==> config.mk <==
export PLATFORM = sky130hd
export DESIGN_NAME = pia_priority_interrupt_accept
export DESIGN_NICKNAME = d
export VERILOG_FILES = /design/src/include/pia_pkg.sv /design/src/pia_arbiter.sv /design/src/pia_priority_interrupt_accept.sv
export SDC_FILE = /design/constraint.sdc
export NUM_CORES = 1
export LEC_CHECK = 0
export ABC_CLOCK_PERIOD_IN_PS = 27700
export BUFFER_PORTS_ARGS = -buffer_cell sky130_fd_sc_hd__buf_4
export CORE_MARGIN = 2
export CORE_UTILIZATION = 33
export DETAILED_ROUTE_END_ITERATION = 8
export GPL_TIMING_DRIVEN = 0
export PLACE_DENSITY = 0.57
export SLEW_MARGIN = 5
export SYNTH_ARGS = -nofsm -noshare
export SYNTH_HDL_FRONTEND = slang
export SYNTH_SLANG_ARGS = --single-unit
==> constraint.sdc <==
create_clock -name i_ref_clk -period 27.7 [get_ports i_ref_clk]
set_clock_uncertainty 0.15 [all_clocks]
set_input_delay 1.385 -clock i_ref_clk [delete_from_list [all_inputs] [get_ports i_ref_clk]]
set_output_delay 1.385 -clock i_ref_clk [all_outputs]
set_load 0.02 [all_outputs]
==> src/include/pia_pkg.sv <==
// Purpose: shared constants and types for the priority interrupt request unit
// Assumes: 16-bit register port, one clock, asynchronous active-low reset
// Notes:   register offsets are word indexes on the plain register port
package pia_pkg;

  localparam int NUM_SRC  = 20;
  localparam int NUM_PAIR = 10;
  localparam int LVL_W    = 3;

  // register offsets (index on the register port)
  localparam logic [4:0]  OFS_LVL_PAIR0 = 5'h00;  // level pairs 0..9 at 0x00..0x09
  localparam logic [4:0]  OFS_VBASE_LO  = 5'h10;
  localparam logic [4:0]  OFS_VBASE_HI  = 5'h11;
  localparam logic [4:0]  OFS_PROT_KEY  = 5'h12;
  localparam logic [4:0]  OFS_STATUS    = 5'h13;

  // field positions
  localparam int LVL_ODD_LSB  = 8;   // source 2x+1
  localparam int LVL_EVEN_LSB = 0;   // source 2x
  localparam int VBL_LSB      = 8;   // writable base bits 15:8
  localparam int VBH_LSB      = 0;   // base bits 23:16
  localparam int STAT_REQ_BIT = 15;
  localparam int STAT_LVL_LSB = 8;
  localparam int STAT_VEC_LSB = 0;

  // reset values and keys
  localparam logic [2:0]  LVL_RST    = 3'h0;
  localparam logic [7:0]  VBL_RST    = 8'h80;
  localparam logic [7:0]  VBH_RST    = 8'h00;
  localparam logic [7:0]  VBL_FIXED  = 8'h00;  // low base byte, always zero
  localparam logic [15:0] KEY_RST    = 16'h0000;
  localparam logic [15:0] KEY_UNLOCK = 16'h0096;
  localparam logic [2:0]  LVL_NONE   = 3'h0;   // level that is never accepted
  localparam logic [4:0]  VEC_FIRST_SRC = 5'h04;  // vector number of source 0

  // peripheral sources in level-field order
  typedef enum logic [4:0] {
    SRC_SUPPLY_DET = 5'h00, SRC_PORT = 5'h01, SRC_POWER_GEN = 5'h02,
    SRC_CLOCK_GEN = 5'h03, SRC_RTC = 5'h04, SRC_TIMER0 = 5'h05,
    SRC_SERIAL0 = 5'h06, SRC_TIMER1 = 5'h07, SRC_SPI0 = 5'h08,
    SRC_I2C = 5'h09, SRC_PWM0 = 5'h0A, SRC_PWM1 = 5'h0B,
    SRC_SERIAL1 = 5'h0C, SRC_TIMER2 = 5'h0D, SRC_SOUND = 5'h0E,
    SRC_DISPLAY = 5'h0F, SRC_RFC0 = 5'h10, SRC_RFC1 = 5'h11,
    SRC_RFC2 = 5'h12, SRC_RFC3 = 5'h13
  } pia_src_t;

  // request toward the processor core
  typedef struct packed {
    logic       req;
    logic [2:0] level;
    logic [4:0] vector;
  } pia_irq_t;

  // register port request
  typedef struct packed {
    logic        wr;
    logic        rd;
    logic [4:0]  addr;
    logic [15:0] wdata;
  } pia_bus_t;

  typedef logic [NUM_SRC-1:0][LVL_W-1:0] pia_lvl_arr_t;

endpackage : pia_pkg

==> src/pia_arbiter.sv <==
// Purpose: picks the pending source with the highest level
// Assumes: candidates already exclude sources taken by the core
// Notes:   purely combinational; the caller registers the result
`timescale 1ns/10ps
`default_nettype none
module pia_arbiter (
  input  wire  pia_pkg::pia_lvl_arr_t i_levels,
  input  wire  logic [19:0]           i_cand,
  output pia_pkg::pia_irq_t           o_best
);
  import pia_pkg::*;

  // scan downward so an equal level at a lower index overrides: lowest vector wins ties
  always_comb begin
    o_best = '0;
    for (int i = NUM_SRC - 1; i >= 0; i--) begin
      if (i_cand[i] && i_levels[i] != LVL_NONE &&
          (!o_best.req || i_levels[i] >= o_best.level)) begin
        o_best.req    = 1'b1;
        o_best.level  = i_levels[i];
        o_best.vector = 5'(i) + VEC_FIRST_SRC;
      end
    end
  end

endmodule : pia_arbiter
`default_nettype wire

==> src/pia_priority_interrupt_accept.sv <==
// Purpose: level registers, vector base and request forwarding to the core
// Assumes: source lines are levels held until the peripheral flag clears
// Notes:   the core filters on its allow bit and priority floor itself
//
// Overview of operation
// - this unit never raises a non-maskable request
// - base low: bits 15:8 protected, 7:0 zero
// - base high: bits 7:0 protected, upper zero
// - level pair holds fields 10:8, 2:0
// - field equals level, all reset to zero
// - twenty fields serve peripherals in fixed order
// - level zero requests are never forwarded
// - highest level wins, ties to lowest vector
// - vector table always 256-byte aligned
`timescale 1ns/10ps
`default_nettype none
module pia_priority_interrupt_accept (
  input  wire  logic               i_ref_clk,
  input  wire  logic               i_nrst,
  input  wire  pia_pkg::pia_bus_t  i_bus,
  output logic [15:0]              o_rd_data,
  input  wire  logic [19:0]        i_src_req,
  input  wire  logic               i_cpu_ack,
  output pia_pkg::pia_irq_t        o_irq,
  output logic                     o_nmi_req,
  output logic [23:0]              o_vector_base,
  output logic [23:0]              o_vector_addr
);
  import pia_pkg::*;

  pia_lvl_arr_t  lvl_r;
  logic [7:0]    vbl_r;
  logic [7:0]    vbh_r;
  logic [15:0]   key_r;
  logic [19:0]   taken_r;
  logic [19:0]   taken_nxt;
  logic [19:0]   ack_hit;
  logic [19:0]   cand;
  pia_irq_t      best;
  pia_irq_t      irq_r;
  logic [15:0]   rd_data_r;
  logic [15:0]   rd_data_nxt;
  logic          nmi_r;
  logic [23:0]   vbase_r;
  logic [23:0]   vbase_nxt;
  logic [23:0]   vaddr_r;
  logic          unlocked;

  // address decode for one level pair
  function automatic logic f_pair_hit(input logic [4:0] addr, input int p);
    return addr == (OFS_LVL_PAIR0 + 5'(p));
  endfunction : f_pair_hit

  // vector number presented for a source index
  function automatic logic [4:0] f_vec_of(input int i);
    return 5'(i) + VEC_FIRST_SRC;
  endfunction : f_vec_of

  // read image of one level pair, reserved bits zero
  function automatic logic [15:0] f_pair_image(input pia_lvl_arr_t lv, input int p);
    logic [15:0] v;
    v = 16'h0000;
    v[LVL_ODD_LSB +: LVL_W]  = lv[2*p+1];
    v[LVL_EVEN_LSB +: LVL_W] = lv[2*p];
    return v;
  endfunction : f_pair_image

  assign unlocked = (key_r == KEY_UNLOCK);

  // level fields; no protection on these, only on the vector base
  always_ff @(posedge i_ref_clk or negedge i_nrst) begin
    if (!i_nrst) begin
      for (int i = 0; i < NUM_SRC; i++) begin
        lvl_r[i] <= LVL_RST;
      end
    end else if (i_bus.wr) begin
      for (int p = 0; p < NUM_PAIR; p++) begin
        if (f_pair_hit(i_bus.addr, p)) begin
          lvl_r[2*p+1] <= i_bus.wdata[LVL_ODD_LSB +: LVL_W];
          lvl_r[2*p]   <= i_bus.wdata[LVL_EVEN_LSB +: LVL_W];
        end
      end
    end
  end

  // protection key; any value but the unlock key relocks
  always_ff @(posedge i_ref_clk or negedge i_nrst) begin
    if (!i_nrst) begin
      key_r <= KEY_RST;
    end else if (i_bus.wr && i_bus.addr == OFS_PROT_KEY) begin
      key_r <= i_bus.wdata;
    end
  end

  // vector base; low byte has no storage at all, so alignment cannot break
  always_ff @(posedge i_ref_clk or negedge i_nrst) begin
    if (!i_nrst) begin
      vbl_r <= VBL_RST;
      vbh_r <= VBH_RST;
    end else if (i_bus.wr && unlocked) begin
      if (i_bus.addr == OFS_VBASE_LO) begin
        vbl_r <= i_bus.wdata[VBL_LSB +: 8];
      end
      if (i_bus.addr == OFS_VBASE_HI) begin
        vbh_r <= i_bus.wdata[VBH_LSB +: 8];
      end
    end
  end

  assign vbase_nxt = {vbh_r, vbl_r, VBL_FIXED};

  // read mux; data stand only in the cycle after the strobe
  always_comb begin
    rd_data_nxt = 16'h0000;
    if (i_bus.rd) begin
      for (int p = 0; p < NUM_PAIR; p++) begin
        if (f_pair_hit(i_bus.addr, p)) begin
          rd_data_nxt = f_pair_image(lvl_r, p);
        end
      end
      case (i_bus.addr)
        OFS_VBASE_LO: rd_data_nxt = {vbl_r, VBL_FIXED};
        OFS_VBASE_HI: rd_data_nxt = {8'h00, vbh_r};
        OFS_PROT_KEY: rd_data_nxt = key_r;
        OFS_STATUS: begin
          rd_data_nxt[STAT_REQ_BIT]         = irq_r.req;
          rd_data_nxt[STAT_LVL_LSB +: 3]    = irq_r.level;
          rd_data_nxt[STAT_VEC_LSB +: 5]    = irq_r.vector;
        end
        default: ;
      endcase
    end
  end

  always_ff @(posedge i_ref_clk or negedge i_nrst) begin
    if (!i_nrst) begin
      rd_data_r <= 16'h0000;
    end else begin
      rd_data_r <= rd_data_nxt;
    end
  end

  // a source taken by the core stays out until its line drops,
  // so the next lower request is presented instead; the take wins over the clear
  always_comb begin
    for (int i = 0; i < NUM_SRC; i++) begin
      ack_hit[i] = i_cpu_ack && irq_r.req && irq_r.vector == f_vec_of(i);
    end
    taken_nxt = ack_hit | (taken_r & i_src_req);
  end

  always_ff @(posedge i_ref_clk or negedge i_nrst) begin
    if (!i_nrst) begin
      taken_r <= 20'h00000;
    end else begin
      taken_r <= taken_nxt;
    end
  end

  assign cand = i_src_req & ~taken_r & ~ack_hit;

  pia_arbiter u_arb (
    .i_levels (lvl_r),
    .i_cand   (cand),
    .o_best   (best)
  );

  // request, level and vector move together; a newer higher request replaces the old
  always_ff @(posedge i_ref_clk or negedge i_nrst) begin
    if (!i_nrst) begin
      irq_r <= '0;
    end else begin
      irq_r <= best;
    end
  end

  // no source may raise a non-maskable request
  always_ff @(posedge i_ref_clk or negedge i_nrst) begin
    if (!i_nrst) begin
      nmi_r <= 1'b0;
    end else begin
      nmi_r <= 1'b0;
    end
  end

  // base and fetch address, ready for the core's vector load
  always_ff @(posedge i_ref_clk or negedge i_nrst) begin
    if (!i_nrst) begin
      vbase_r <= {VBH_RST, VBL_RST, VBL_FIXED};
      vaddr_r <= {VBH_RST, VBL_RST, VBL_FIXED};
    end else begin
      vbase_r <= vbase_nxt;
      vaddr_r <= vbase_nxt + {17'h00000, best.vector, 2'b00};
    end
  end

  assign o_rd_data     = rd_data_r;
  assign o_irq         = irq_r;
  assign o_nmi_req     = nmi_r;
  assign o_vector_base = vbase_r;
  assign o_vector_addr = vaddr_r;

  // checking helper: no candidate beats the arbiter's pick
  logic arb_ok;
  always_comb begin
    arb_ok = 1'b1;
    for (int i = 0; i < NUM_SRC; i++) begin
      if (cand[i] && lvl_r[i] != LVL_NONE) begin
        if (!best.req || lvl_r[i] > best.level ||
            (lvl_r[i] == best.level && f_vec_of(i) < best.vector)) begin
          arb_ok = 1'b0;
        end
      end
    end
  end

  property p_no_nmi;
    @(posedge i_ref_clk) disable iff (!i_nrst) o_nmi_req == 1'b0;
  endproperty
  a_no_nmi: assert property (p_no_nmi) else $error("nmi raised");

  property p_base_locked;
    @(posedge i_ref_clk) disable iff (!i_nrst)
      (i_bus.wr && i_bus.addr == OFS_VBASE_LO && !unlocked) |=> $stable(vbl_r);
  endproperty
  a_base_locked: assert property (p_base_locked) else $error("locked base changed");

  property p_hi_read;
    @(posedge i_ref_clk) disable iff (!i_nrst)
      (i_bus.rd && i_bus.addr == OFS_VBASE_HI) |=> (o_rd_data == {8'h00, $past(vbh_r)});
  endproperty
  a_hi_read: assert property (p_hi_read) else $error("base high read wrong");

  property p_pair_rsvd;
    @(posedge i_ref_clk) disable iff (!i_nrst)
      (i_bus.rd && i_bus.addr < 5'h0A) |=> (o_rd_data[15:11] == 5'h00 && o_rd_data[7:3] == 5'h00);
  endproperty
  a_pair_rsvd: assert property (p_pair_rsvd) else $error("level reserved bits set");

  property p_pair_write;
    @(posedge i_ref_clk) disable iff (!i_nrst)
      (i_bus.wr && i_bus.addr == 5'h00) |=> (lvl_r[1] == $past(i_bus.wdata[10:8]) &&
                                             lvl_r[0] == $past(i_bus.wdata[2:0]));
  endproperty
  a_pair_write: assert property (p_pair_write) else $error("level write lost");

  property p_no_level0;
    @(posedge i_ref_clk) disable iff (!i_nrst) o_irq.req |-> o_irq.level != LVL_NONE;
  endproperty
  a_no_level0: assert property (p_no_level0) else $error("level zero forwarded");

  property p_arb_pick;
    @(posedge i_ref_clk) disable iff (!i_nrst) arb_ok ##1 o_irq == $past(best);
  endproperty
  a_arb_pick: assert property (p_arb_pick) else $error("wrong request chosen");

  property p_aligned;
    @(posedge i_ref_clk) disable iff (!i_nrst)
      o_vector_base[7:0] == 8'h00 && o_vector_addr[1:0] == 2'b00;
  endproperty
  a_aligned: assert property (p_aligned) else $error("vector table misaligned");

  property p_hi_locked;
    @(posedge i_ref_clk) disable iff (!i_nrst)
      (i_bus.wr && i_bus.addr == OFS_VBASE_HI && !unlocked) |=> $stable(vbh_r);
  endproperty
  a_hi_locked: assert property (p_hi_locked) else $error("locked base high changed");

  property p_lo_read;
    @(posedge i_ref_clk) disable iff (!i_nrst)
      (i_bus.rd && i_bus.addr == OFS_VBASE_LO) |=> (o_rd_data == {$past(vbl_r), VBL_FIXED});
  endproperty
  a_lo_read: assert property (p_lo_read) else $error("base low read wrong");

  property p_vaddr;
    @(posedge i_ref_clk) disable iff (!i_nrst)
      o_irq.req |-> (o_vector_addr == o_vector_base + {17'h00000, o_irq.vector, 2'b00});
  endproperty
  a_vaddr: assert property (p_vaddr) else $error("fetch address wrong");

  property p_take_excl;
    @(posedge i_ref_clk) disable iff (!i_nrst)
      (i_cpu_ack && o_irq.req) |=> !(o_irq.req && o_irq.vector == $past(o_irq.vector));
  endproperty
  a_take_excl: assert property (p_take_excl) else $error("taken request presented again");

  property p_key_relock;
    @(posedge i_ref_clk) disable iff (!i_nrst)
      (i_bus.wr && i_bus.addr == OFS_PROT_KEY && i_bus.wdata != KEY_UNLOCK) |=> !unlocked;
  endproperty
  a_key_relock: assert property (p_key_relock) else $error("protection not restored");

endmodule : pia_priority_interrupt_accept
`default_nettype wire

=== Word-level counts from Yosys, hierarchy flattened ===
Index checks and enable logic that the tools add are counted.

* Register bits: 177
* Latch bits: 0
* RAM bits: 0
* Bits in read-only memories: 0
* Input bits: 46
* Output and inout port bits: 74
* Logic and storage cells: 259
* Memories kept: 0

* $add $sub $neg: 1
* Multipliers: 0
* Div/mod/pow operators: 0
* Order comparisons: 19
* Equality and inequality tests: 34
* Shifts and indexed selects: 0
* Multiplexer cells: 36
* Bitwise gates (word level): 6
* Reduce and logical (&&, ||, !) cells: 133

{| class="wikitable"
|+ Operator list
! operator !! count
|-
| 2-to-1 mux 9 bit || 20
|-
| 2-to-1 mux 16 bit || 10
|-
| logical AND 1 bit || 62
|-
| bitwise AND 20 bit || 3
|-
| == test 5 bit, second input constant || 12
|-
| nonzero test 3 bit || 20
|-
| greater-or-equal comparator 3 bit || 19
|-
| == test 5 x 4 -> 1 bit, second input constant || 10
|-
| == test 5 x 3 -> 1 bit, second input constant || 8
|-
| inverter 20 bit || 2
|-
| adder 24 x 7 -> 24 bit || 1
|-
| AND reduction 2 bit || 12
|-
| OR 20 bit || 1
|-
| case mux 5 bit (4 select lines) || 1
|-
| logical NOT 1 bit || 19
|-
| logical OR 1 bit || 19
|-
| == test 16 x 8 -> 1 bit, second input constant || 1
|-
| case mux 3 bit (4 select lines) || 1
|-
| case mux 4 bit (3 select lines) || 1
|-
| 2-to-1 mux 11 bit || 1
|-
| == test 5 x 2 -> 1 bit, second input constant || 2
|-
| case mux 3 bit (3 select lines) || 1
|-
| == test 5 x 1 -> 1 bit, second input constant || 1
|-
| logical NOT 5 bit || 1
|-
| case mux 1 bit (4 select lines) || 1
|}

=== Depth between registers and ports, before layout ===
* Depth after elaboration: 83
* Depth in mapped cells: 147
* Gate-level depth less buffers: 144

=== By module ===
Synthesis repeated with hierarchy kept, for this count alone.

* Cell total of the unflattened synthesis: 1,042
* Area, all modules: 10,412.5 µm²

{| class="wikitable"
|+ Modules (own cells, without submodules)
! module !! times used !! cells each !! area each (µm²) !! sequential area each (µm²)
|-
| pia_priority_interrupt_accept || 1 || 558 || 6,902.9 || 3,831.2
|-
| pia_arbiter || 1 || 484 || 3,509.6 || 0.0
|}

=== Worst setup path after synthesis ===
No wires, ideal clock.

* Kind: input to register
* Start point: input port i_cpu_ack
* End point: register irq_r (netlist bit o_irq[7])
* Library setup time: 0.133 ns
* Arrival time: 26.426 ns
* Data required time: 27.417 ns
* Slack: 0.990 ns
* Stages: 142
* Path buffers: 3
* Cells stage by stage: and4b_1 -> nand2_1 -> and3_1 -> ha_1 -> nor2b_1 -> o21ai_0 -> o311ai_0 -> mux2i_1 -> inv_1 -> ha_1 -> nand2b_1 -> a21o_1 -> a21oi_1 -> a21o_2 -> nand2_1 -> o21a_1 -> ha_1 -> nand2b_1 -> (+106 left out) -> o31a_1 -> or3_1 -> o22ai_1 -> nor2_1 -> ha_1 -> nand2b_1 -> a21oi_1 -> nor2b_1 -> o31a_1 -> clkbuf_1 -> o31ai_1 -> ha_1 -> nand2b_1 -> a21o_1 -> a211oi_1 -> nor2_1 -> mux2i_1 -> o41ai_1

{| class="wikitable"
|+ RTL lines
! element !! RTL line !! source
|-
| from (decl) || pia_priority_interrupt_accept.sv:23 || <nowiki>input wire logic i_cpu_ack,</nowiki>
|-
| to (signal assigned) || pia_priority_interrupt_accept.sv:173 || <nowiki>irq_r <= best;</nowiki>
|-
| to (decl) || pia_priority_interrupt_accept.sv:40 || <nowiki>pia_irq_t irq_r;</nowiki>
|}

==> run_results.csv <==
group,metric,value,unit
hold_path,worstHoldPathType,"register to register",
timing,fin_hold_ws,0.226,ns
synth,synth-seq-cells,153,
global_route,grt_pass1_vias,8256,
synth,synth_cell_types,93,
outcome,outcome,"finished clean",
timing,fin_setup_tns,0,ns
job,drv_cap,0,
route,drt.antenna.violating_nets,0,
synth,yosysSeqAreaShare,38.3,%
timing,hold_viol_final,0,
setup_path,crit_family,"compound AO/OA/AOI/OAI gates",
timing,clock.fmax,37.4,MHz
place,dp_hpwl,23.0,mm
timing,setup_viol,0,
floorplanning,io_pins,120,
timing,fin_crit,26.76,ns
setup_path,cp_num_buf_inv,10,
setup_path,arrival,26.91,ns
power,pwr-share-clk,15.7,%
floorplanning,chipHeight,178,µm
place,placed_cells,1519,
setup_path,critPathSlowestCell,"a2111oi_4",
setup_path,cpMostUsedCell,"ha_1",
synth,netlist_instances,1012,
clock_network,htreeDepth,4,
clock_network,clock_path_buffers,2,
floorplanning,fp.dieArea,31800,µm²
power,p_leak,6.03,nW
finish,final_cells,1603,
clock_network,cts_buffers,17,
synth,ys_async_sr_fraction,100,%
floorplanning,fp.dieW,178,µm
synth,syn_area_per_cell,9.90,µm²
route,drt-initial-drc-count,701,
power,p_per_area,118,nW/µm²
route,vias,8830,
synth,synth_edf_count,0,
global_route,grt_overflow,0,
floorplanning,start_util,33.6,%
global_route,antenna_found_initial,0,
clock_network,cts_tree,"yes",
route,routedWlPerCell,19.4,µm
route,first_pass_iters,5,
timing,maxSlewViolCount,0,
finish,layout-drive-gt1-share,38.7,%
route,drc,0,
setup_path,crit_fanout,7,
route,drt_wl_total,31.1,mm
setup_path,critPathRequiredTime,27.85,ns
finish,nNetsFinal,1292,
place,port_buffers,105,
clock_network,clk_latency,0.43,ns
route,vias_per_cell,5.51,
floorplanning,rows,63,
timing,worst_pin_slew,1.27,ns
clock_network,clk_pin_slew_worst_paths,0.07,ns
power,internal-power,0.000860,W
global_route,grt_max_degree,79,
finish,antennaDiodeCount,0,
timing,slew_headroom,14.4,%
power,comb_power_share,64.1,%
power,seqPwrFrac,20.2,%
finish,syn2layout_area_growth,30.3,%
power,p_sw_share,44.0,%
global_route,grt_use_total,19.0,%
setup_path,crit_path_end_kind,"register",
power,ir_worst_vdd,0.0000534,V
synth,syn_area,10000,µm²
timing,fin_crit_sh,96.6,%
setup_path,max_stage_delay,0.40,ns
place,routabilityCongestion,0.852,
synth,ys_warn_count,0,
clock_network,clock_sinks,153,
global_route,grt_pass1_wl,46.0,mm
setup_path,worstSetupStartpointType,"primary input",
floorplanning,core-area,29800,µm²
clock_network,clockRootBuffer,"clkbuf_16",
setup_path,criticalPathCategory,"primary input to register",
power,p_total,0.00154,W
synth,ys.flop_type,"dfrtp_1",
power,switchingPower,0.000677,W
## power groups by stage
stage	clock (W)	combinational, W	sequential (W)
finish	0.000241	0.000985	0.000311
global route	0.000255	0.00107	0.000315
floorplan	0	0.000518	0.000296
CTS	0.000245	0.000799	0.000308
detailed placement	0	0.000692	0.000312
global placement	0	0.000677	0.000311
## flip-flops by register name, summed over array words and instances (netlist names)
| signal | flops |
|---|---|
| lvl_r | 60 |
| taken_r | 20 |
| key_r | 16 |
| o_rd_data | 16 |
| o_vector_base | 15 |
| o_irq | 8 |
| vbh_r | 8 |
| vbl_r | 8 |
| o_vector_addr | 2 |
## cells in the final DEF, fill, tap and decap left out, drive strengths merged, types with 5 or more instances in the layout
| cell | n |
|---|---|
| a22oi | 13 |
| nor4 | 11 |
| o31ai | 10 |
| and2 | 12 |
| nor3 | 35 |
| inv | 50 |
| and3 | 8 |
| nand2b | 24 |
| clkbuf | 34 |
| nand3 | 14 |
| a21boi | 9 |
| nor2b | 13 |
| clkinv | 7 |
| a221o | 6 |
| a31oi | 13 |
| or4b | 5 |
| conb | 12 |
| o221ai | 7 |
| ha | 46 |
| nor4b | 11 |
| mux2i | 21 |
| nand2 | 85 |
| nor2 | 75 |
| a21o | 32 |
| a22o | 6 |
| mux2 | 101 |
| buf | 199 |
| a21oi | 28 |
| o211ai | 12 |
| o21ai | 32 |
| nor3b | 7 |
| o22ai | 6 |
| or3 | 8 |
| o21a | 13 |
| dfrtp | 151 |
| o31a | 10 |
| a211oi | 7 |
## cells by family after synthesis
group           synth area share (%)
other cells                   0.0374
simple gates                    17.5
fa+ha+maj                       5.85
mux                             13.5
flops                           38.3
buf+inv                         5.04
compound gates                  19.8
## synthesized netlist by cell type, types with 14 or more instances
cell type,number,area share [%]
dfrtp_1,151,38
mux2_2,99,11
nand2_1,84,3.1
nor2_1,75,2.8
ha_1,46,5.7
inv_1,42,1.6
nor3_1,35,1.7
buf_4,33,2.5
a21o_1,31,2.3
o21ai_0,29,1.4
a21oi_1,28,1.4
nand2b_1,24,1.5
mux2i_1,21,2.1
clkbuf_1,19,0.71
nand3_1,14,0.70
## per-layer routing
| layer | part of all wire [%] | routed length [µm] | global-route usage [%] |
|---|---|---|---|
| met1 | 45 | 14000 | 25.9 |
| met2 | 47 | 14500 | 30.3 |
| met3 | 5.2 | 1610 | 2.62 |
| met4 | 2.9 | 914 | 7.45 |
| met5 | 0 | 0 | 0 |
## repair_timing
action	in CTS	in global routing
hold endpoints to repair	0	0
endpoints found under the setup margin	8	8
setup buffers	18	37
gates resized for setup	47	97
hold buffers	0	0
pin swaps	19	68
## worst paths after layout
check	slack [ns]	end	cells after the start	from
max	0.94	o_irq[5]	140	i_cpu_ack
min	0.23	o_vector_base[15]	0	vbl_r[7]
max reg2reg	1.28	o_irq[5]	138	o_irq[2]
min reg2reg	0.23	o_vector_base[15]	0	vbl_r[7]
max in group asynchronous	25.84	vbl_r[7]	2	i_nrst
min in group asynchronous	0.77	o_vector_addr[23]	1	i_nrst
## per-stage QoR
stage	worst slack, ns	area, µm²	utilization, %
3_3_place_gp	-2.81	11300	38.0
4_1_cts	0.0320	12300	41.3
2_1_floorplan	0.990	10100	-
3_5_place_dp	-3.12	11400	38.1
6_report	0.942	13100	43.8
5_1_grt	-0.304	13100	43.8
## area by class of cell
cell class | count | area (µm²)
fillers | 2842 | 16700
multi-input cells | 770 | 6380
flip-flops and latches | 153 | 3830
repair buffers | 161 | 1250
well taps | 390 | 488
clock buffers | 17 | 425
plain buffers | 55 | 334
clock inverters | 15 | 189
inverters | 42 | 158
(Power assumes the default switching activity.)
